**src/common/ifm_pkg.sv**
```systemverilog
// Constants and register map for the input interrupt and frequency block
package ifm_pkg;
	// ==========================================================
	// Sizes
	localparam int NGRP = 4;
	localparam int ADDR_W = 8;
	localparam logic [31:0] CLK_HZ_DEF = 32'd25000000;
	localparam logic [1:0] MAX_NEST = 2'h3;
	localparam logic [5:0] DIV_LAST = 6'h1f;
	// ==========================================================
	// Register byte addresses
	localparam logic [7:0] ADDR_CTRL = 8'h00;
	localparam logic [7:0] ADDR_MODE = 8'h04;
	localparam logic [7:0] ADDR_ALLOW = 8'h08;
	localparam logic [7:0] ADDR_INSTR = 8'h0c;
	localparam logic [7:0] ADDR_EXEC = 8'h10;
	localparam logic [3:0] LABEL_PAGE = 4'h2;
	localparam logic [3:0] FREQ_PAGE = 4'h3;
	// ==========================================================
	// Field layout
	localparam int RUN_BIT = 0;
	localparam int MODE_STRIDE = 8;
	localparam int EDGE_LSB = 4;
	localparam int OP_LSB = 8;
	localparam int TIMER_BIT = 4;
	localparam logic [4:0] ALLOW_ALL = 5'h1f;
	localparam logic [4:0] ALLOW_RST = 5'h00;
	// ==========================================================
	// Group functions
	localparam logic [2:0] FN_PLAIN = 3'h0;
	localparam logic [2:0] FN_HSC = 3'h1;
	localparam logic [2:0] FN_CATCH = 3'h2;
	localparam logic [2:0] FN_IRQ = 3'h3;
	localparam logic [2:0] FN_FREQ = 3'h4;
	// ==========================================================
	// Instruction opcodes
	localparam logic [2:0] OP_DISABLE = 3'h1;
	localparam logic [2:0] OP_ENABLE = 3'h2;
	localparam logic [2:0] OP_CALL = 3'h3;
	localparam logic [2:0] OP_RETURN = 3'h4;
	localparam logic [2:0] OP_SCAN = 3'h5;
endpackage

```
**src/verilog/ifm_top.sv**
```systemverilog
// Interrupt input and frequency meter logic for input groups two to five
//
// Design decisions made here: the register offsets and the APB interface to the registers.
`timescale 1ns/10ps
module ifm_top #(
	parameter logic [31:0] CLK_HZ = ifm_pkg::CLK_HZ_DEF
) (
	input wire logic pclk, // System clock
	input wire logic presetn, // Async reset, active low
	input wire logic ce, // Clock enable, freezes state
	input wire logic psel, // APB select
	input wire logic penable, // APB enable
	input wire logic pwrite, // APB direction
	input wire logic [ifm_pkg::ADDR_W-1:0] paddr, // APB address
	input wire logic [31:0] pwdata, // APB write data
	output logic [31:0] prdata, // APB read data
	output logic pready, // APB ready
	output logic pslverr, // APB error
	input wire logic [ifm_pkg::NGRP-1:0] grp_in, // Field inputs 2..5
	output logic irq_active, // Main program suspended
	output logic [1:0] irq_source, // Group being served
	output logic [15:0] irq_label, // Subroutine label to run
	output logic exec_error // Nesting overflow
);
	import ifm_pkg::*;

	// ==========================================================
	// State
	typedef struct packed {
		logic [NGRP-1:0] s1;
		logic [NGRP-1:0] s2;
		logic [NGRP-1:0] s3;
		logic run;
		logic [NGRP-1:0][2:0] fn;
		logic [NGRP-1:0][1:0] edg;
		logic [4:0] allow;
		logic [NGRP-1:0] pend;
		logic act;
		logic [1:0] src;
		logic [1:0] depth;
		logic err;
		logic [15:0] cur_lbl;
		logic [NGRP-1:0][15:0] lbl;
		logic [NGRP-1:0][31:0] cnt;
		logic [NGRP-1:0][31:0] per;
		logic [NGRP-1:0] armed;
		logic [NGRP-1:0] fresh;
		logic [NGRP-1:0] busy;
		logic [NGRP-1:0][5:0] step;
		logic [NGRP-1:0][32:0] rem;
		logic [NGRP-1:0][31:0] quo;
		logic [NGRP-1:0][31:0] dvsr;
		logic [NGRP-1:0][31:0] freq;
		logic [31:0] prdata;
		logic pready;
		logic pslverr;
	} ifm_state_t;

	ifm_state_t r;
	ifm_state_t n;

	logic [NGRP-1:0] rise;
	logic [NGRP-1:0] fall;
	logic [NGRP-1:0] irq_ev;
	logic [NGRP-1:0] freq_ev;
	logic [31:0] mode_rd;
	logic setup;
	logic wr;
	logic wr_ctrl;
	logic wr_mode;
	logic wr_instr;
	logic wr_lbl;
	logic [2:0] op;
	logic op_di;
	logic op_ei;
	logic op_call;
	logic op_ret;
	logic scan;
	logic hit;
	logic [31:0] rd_val;

	// ==========================================================
	// Edge detection per group
	genvar g;
	generate
		for (g = 0; g < NGRP; g++) begin : g_grp
			// Edges from second and third stage only
			assign rise[g] = r.s2[g] & ~r.s3[g];
			assign fall[g] = ~r.s2[g] & r.s3[g];
			// Selected edge polarity
			assign irq_ev[g] = r.run && (r.fn[g] == FN_IRQ) &&
				((r.edg[g][0] & rise[g]) | (r.edg[g][1] & fall[g]));
			// Only groups 2..5 exist here
			assign freq_ev[g] = (r.fn[g] == FN_FREQ) & rise[g];
			assign mode_rd[g*MODE_STRIDE +: MODE_STRIDE] =
				{2'h0, r.edg[g], 1'h0, r.fn[g]};
		end
	endgenerate

	// ==========================================================
	// Bus strobes and instruction decode
	assign setup = psel & ~penable;
	assign wr = psel & penable & pwrite & r.pready;
	assign wr_ctrl = wr && (paddr == ADDR_CTRL);
	assign wr_mode = wr && (paddr == ADDR_MODE);
	assign wr_instr = wr && (paddr == ADDR_INSTR);
	assign wr_lbl = wr && (paddr[7:4] == LABEL_PAGE) &&
		(paddr[1:0] == 2'h0);
	assign op = pwdata[OP_LSB +: 3];
	assign op_di = wr_instr && (op == OP_DISABLE);
	assign op_ei = wr_instr && (op == OP_ENABLE);
	assign op_call = wr_instr && (op == OP_CALL);
	assign op_ret = wr_instr && (op == OP_RETURN);
	assign scan = wr_instr && (op == OP_SCAN);

	// Read mux and address check
	always_comb begin
		hit = 1'b1;
		rd_val = 32'h0;
		if (paddr[1:0] != 2'h0) begin
			hit = 1'b0;
		end else if (paddr == ADDR_CTRL) begin
			rd_val = {31'h0, r.run};
		end else if (paddr == ADDR_MODE) begin
			rd_val = mode_rd;
		end else if (paddr == ADDR_ALLOW) begin
			rd_val = {27'h0, r.allow};
		end else if (paddr == ADDR_INSTR) begin
			rd_val = 32'h0;
		end else if (paddr == ADDR_EXEC) begin
			rd_val = {r.cur_lbl, 10'h0, r.err, r.depth, r.src, r.act};
		end else if (paddr[7:4] == LABEL_PAGE) begin
			rd_val = {16'h0, r.lbl[paddr[3:2]]};
		end else if (paddr[7:4] == FREQ_PAGE) begin
			rd_val = r.freq[paddr[3:2]];
		end else begin
			hit = 1'b0;
		end
	end

	// ==========================================================
	// Next state
	always_comb begin
		logic [32:0] t;
		logic [NGRP-1:0] clr;
		logic found;
		t = 33'h0;
		clr = '0;
		found = 1'b0;
		n = r;
		// Synchroniser chain
		n.s1 = grp_in;
		n.s2 = r.s1;
		n.s3 = r.s2;
		// APB answer registered in setup cycle
		n.pready = setup;
		n.pslverr = setup & ~hit;
		n.prdata = setup ? rd_val : 32'h0;
		// Control and configuration writes
		if (wr_ctrl) begin
			n.run = pwdata[RUN_BIT];
			if (pwdata[RUN_BIT] && !r.run) begin
				n.allow = ALLOW_ALL;
				n.err = 1'b0;
			end
		end
		if (wr_mode) begin
			for (int i = 0; i < NGRP; i++) begin
				// One function code per group
				n.fn[i] = pwdata[i*MODE_STRIDE +: 3];
				n.edg[i] = pwdata[i*MODE_STRIDE+EDGE_LSB +: 2];
			end
		end
		if (wr_lbl) begin
			n.lbl[paddr[3:2]] = pwdata[15:0];
		end
		// Per-source disable and enable
		if (op_di) begin
			n.allow = r.allow & ~pwdata[TIMER_BIT:0];
		end
		if (op_ei) begin
			n.allow = r.allow | pwdata[TIMER_BIT:0];
		end
		// Nested calls inside a routine
		if (op_call && r.act) begin
			if (r.depth == MAX_NEST) begin
				n.err = 1'b1;
			end else begin
				n.depth = r.depth + 2'h1;
			end
		end
		// Return ends a call or the routine itself
		if (op_ret && r.act) begin
			if (r.depth != 2'h0) begin
				n.depth = r.depth - 2'h1;
			end else begin
				n.act = 1'b0;
			end
		end
		// Start next routine only when idle
		if (r.run && !r.act) begin
			for (int i = 0; i < NGRP; i++) begin
				// Lowest group wins
				if (r.pend[i] && !found) begin
					found = 1'b1;
					clr[i] = 1'b1;
					n.act = 1'b1;
					n.src = i[1:0];
					n.cur_lbl = r.lbl[i];
					n.depth = 2'h0;
				end
			end
		end
		// Disabled sources drop edges; set beats clear
		n.pend = (r.pend & ~clr) | (irq_ev & r.allow[NGRP-1:0]);
		if (!r.run) begin
			n.pend = '0;
			n.act = 1'b0;
			n.depth = 2'h0;
		end
		// Frequency meter per group
		for (int i = 0; i < NGRP; i++) begin
			if (!r.run || r.fn[i] != FN_FREQ) begin
				// Idle until configured and running
				n.cnt[i] = 32'h0;
				n.armed[i] = 1'b0;
				n.fresh[i] = 1'b0;
				n.busy[i] = 1'b0;
				n.freq[i] = 32'h0;
			end else begin
				// Divide at scan end
				if (scan && r.fresh[i] && !r.busy[i]) begin
					n.busy[i] = 1'b1;
					n.step[i] = 6'h0;
					n.rem[i] = 33'h0;
					n.quo[i] = CLK_HZ;
					n.dvsr[i] = r.per[i];
					n.fresh[i] = 1'b0;
				end else if (r.busy[i]) begin
					// Restoring divide truncates
					t = {r.rem[i][31:0], r.quo[i][31]};
					if (t >= {1'b0, r.dvsr[i]}) begin
						n.rem[i] = t - {1'b0, r.dvsr[i]};
						n.quo[i] = {r.quo[i][30:0], 1'b1};
					end else begin
						n.rem[i] = t;
						n.quo[i] = {r.quo[i][30:0], 1'b0};
					end
					n.step[i] = r.step[i] + 6'h1;
					if (r.step[i] == DIV_LAST) begin
						n.busy[i] = 1'b0;
						n.freq[i] = n.quo[i];
					end
				end
				// Period in clock cycles between rising edges
				if (freq_ev[i]) begin
					n.per[i] = r.cnt[i] + 32'h1;
					n.cnt[i] = 32'h0;
					n.armed[i] = 1'b1;
					n.fresh[i] = r.armed[i] | n.fresh[i];
				end else if (r.cnt[i] != 32'hffffffff) begin
					n.cnt[i] = r.cnt[i] + 32'h1;
				end
			end
		end
	end

	// ==========================================================
	// State register
	always_ff @(posedge pclk or negedge presetn) begin
		if (!presetn) begin
			r <= '0;
		end else if (ce) begin
			r <= n;
		end
	end

	// Outputs straight from the state register
	assign prdata = r.prdata;
	assign pready = r.pready;
	assign pslverr = r.pslverr;
	assign irq_active = r.act;
	assign irq_source = r.src;
	assign irq_label = r.cur_lbl;
	assign exec_error = r.err;
endmodule
```
**config.mk**
```make
export PLATFORM = sky130hd
export DESIGN_NAME = ifm_top
export DESIGN_NICKNAME = d
export VERILOG_FILES = /design/src/common/ifm_pkg.sv /design/src/verilog/ifm_top.sv
export SDC_FILE = /design/constraint.sdc
export NUM_CORES = 2
export LEC_CHECK = 0
export ABC_AREA = 1
export BUFFER_PORTS_ARGS = -buffer_cell sky130_fd_sc_hd__buf_2
export CAP_MARGIN = 15
export CORE_MARGIN = 1
export CORE_UTILIZATION = 42
export DETAILED_ROUTE_END_ITERATION = 10
export PLACE_DENSITY_LB_ADDON = 0.05
export SETUP_SLACK_MARGIN = 0.4
export SYNTH_ARGS = -nofsm -noshare
export SYNTH_HDL_FRONTEND = slang
export SYNTH_SLANG_ARGS = --single-unit
```
**constraint.sdc**
```tcl
create_clock -name pclk -period 2.68 [get_ports pclk]
set_input_delay 0.536 -clock pclk [delete_from_list [all_inputs] [get_ports pclk]]
set_output_delay 0.536 -clock pclk [all_outputs]
set_load 0.05 [all_outputs]
```
==> metrics <==
status=completed; largest area contributor in the netlist=dfrtp_1; Leak Pwr=31.11 nW; post-synthesis cell area=0.05366 sq mm; fin. max-slew vios=0; compound-cell area share of the yosys netlist=12.58%; maxcap violations=0; largest family of logic cells by synthesized area=simple AND/OR/NAND/NOR gates; Slew headroom=46.54%; Min Hold Slack=0.04881 ns; Longest Clk Path Bufs=3; EDFF count, synth=0; Final period util=83.81%; vias per inst=5.253; worst hold path class=in2reg; Final Skew=0.05671 ns; commonest non-fill, non-tap cell in the layout=nand2_1; Routed Antenna Nets=0; initial antenna violation count=2; final worst-path setup slack=0.4338 ns; Iteration-0 DRC Markers=3,889; power density cells=482.4 mW/mm^2; setup violators final=0; CTS HTree Levels=3; ant diodes=0; filler cell count=12.41k; Synth Area in Adders=3.320%; Seq/Total Area, Yosys=45.05%; vias in the first global route=45.95k; asr flop ratio synth=100.0%; Synth cell types=59; wire length per cell=19.34 microns; DIE AREA=0.1292 sq mm; WS Path Type=reg2reg; Clk pin slew, worst setup/hold paths=0.06 ns; die height=359.5 microns; Max FO, Critical Path=16; area grow syn2layout=19.51%; Overflow after GRT=0; Slew @ Worst Pin=0.8011 ns; area of the multi-input gates=0.02691 sq mm; global routing usage on met2=42.09%; Startpoint Class=flop; pin count of the biggest net entering global routing=109; share of post-route cells with drive strength above 1=14.50%; fin crit period=2.246 ns; design area=0.06414 sq mm; Post-Place Worst Slack=0.08873 ns; Die Width=359.5 microns; GRT busiest layer=met2; Comb power frac=2.9%; placement row count=130; Sw Share=23.28%; Core Util, Final=50.81%; port bufs=97; Final Hold Viols=0; dpl hpwl=124.7 mm; Area contributors post-synth=dfrtp_1 (45%), nand2_1 (15%), inv_1 (6.3%); number of remaining DRC errors=0; CTS buffer count=108; Root Buffer=clkbuf_16; Simple-Gate Fraction of Synth Area=26.42%; Reg power frac=47.3%; CP Capture Type=flop; fraction of synthesized area in multiplexers=0.1655%; Syn Nets=7,278; FF/Latch Area=0.02417 sq mm; DR pass1 iterations=6; CTS tree=done; RSZ-0062 raised after global routing=true; Yosys top cell area share=45.05%; Initial Utilization=42.52%; nets=7,472; worst skew pair latency=0.75 ns; P_int=23.74 mW; Clock Sink Count=966; R2R Setup Slk=0.43 ns; met3 global-route usage=3.564%; Vias=47.37k; WL final=174.4 mm; Sw Pwr=7.203 mW; syn avg cell area=7.571 sq um; Core Box Area=0.1262 sq mm; Worst Path Required=3.33 ns; cell area after placement=0.05682 sq mm; I/O pins=104; All-Layer GR Usage=26.28%; Mapped Cells=7,088; most frequent cells in the layout=nand2_1 (2,116), dfrtp_1 (965), inv_1 (826), o21ai_0 (644), nand3_1 (380); Seq cells post-synth=966; worst path arrival time=2.90 ns; first-pass GRT wire length=269.1 mm; Clock Power Share=49.8%; routability cong.=0.9410; Synthesis Warnings=0; Max VDD drop=0.0005204 V; met1 Usage GRT=36.75%; Top FF cell, synth=dfrtp_1; Post-Synth XOR/XNOR Area=3.183%; TNS Setup=0 ns; fmax=445.2 MHz
final cells by class:
| class | count | area share [%] |
|---|---|---|
| Clock buffer | 151 | 4.905 |
| Inverter | 923 | 5.414 |
| Timing Repair Buffer | 390 | 5.956 |
| Sequential cell | 966 | 37.69 |
| Tap cell | 1650 | 3.219 |
| Multi-Input combinational cell | 4893 | 41.97 |
| Clock inverter | 45 | 0.8486 |
path summary, 6_finish.rpt:
path / startpoint / endpoint / depth (start not counted)
setup / recovery: r[747] / r[755] / 11
hold / removal: pwdata[17] / mode_rd[17] / 2
setup reg to reg: r[747] / r[755] / 11
hold reg to reg: n[963] / n[963] / 2
max in group asynchronous: presetn / r[508] / 4
min in group asynchronous: presetn / r[786] / 2
cells by family after synthesis:
| logic type | Yosys count |
|---|---|
| mux | 8 |
| compound gates | 1203 |
| flops | 966 |
| buf+inv | 1229 |
| simple gates | 3347 |
| fa+ha+maj | 140 |
| xor+xnor | 195 |
stage by stage:
stage               instances  total power, mW
floorplan                7088            15.17
global placement         8732            15.78
detailed placement       8732            15.78
CTS                      8938            31.28
global route             9018            31.95
finish                   9018            30.94
per-layer routing:
metal  up-vias  routed length [microns]  share of wire, %
met3       283                     7969               4.6
li1      23220                        -                 -
met5         -                       14            0.0080
met4         2                     5605               3.2
met1     22810                    80820                46
met2      1062                    79960                46
sequential cells by signal, indices dropped and copies added, names as in the netlist, 2 cells and up:
| name | flops |
|---|---|
| irq_source | 2 |
| prdata | 32 |
| n | 8 |
| r | 884 |
| mode_rd | 20 |
| irq_label | 16 |
critical path, stage by stage (launching register included):
cell	delay, ns
dfrtp_1	0.41
ha_4	0.18
nand3_4	0.10
nor3_4	0.28
nand2_2	0.15
nor2_4	0.16
nand2_4	0.10
o31ai_4	0.27
buf_6	0.18
clkbuf_16	0.19
nand2_1	0.05
o21ai_0	0.08
synthesized netlist by cell type, types with 56 or more instances:
library cell and n:
inv_1 897, o21ai_0 658, nor3_1 119, nand2_1 2199
clkbuf_1 156, xor2_1 98, nand3b_1 119, nand4_1 76
buf_4 56, nor2_1 359, xnor2_1 97, buf_2 76
ha_1 136, o22ai_1 128, nand3_1 406, a21oi_1 175
dfrtp_1 966, o21ai_1 84
what timing repair did:
action	4_1_cts	5_1_grt
pin swaps	5	64
hold buffers	3	0
resized for setup	153	384
hold endpoints to repair	65	0
cloned	4	19
setup buffers	3	61
endpoints found under the setup margin	227	322
power groups by stage:
stage	combinational (mW)	sequential [mW]	clock [mW]
3_5_place_dp	0.876	14.9	0
5_1_grt	1.00	14.6	16.3
3_3_place_gp	0.875	14.9	0
2_1_floorplan	0.261	14.9	0
6_report	0.906	14.6	15.4
4_1_cts	0.883	14.6	15.8
No activity file was read; power rests on OpenSTA's default activity.
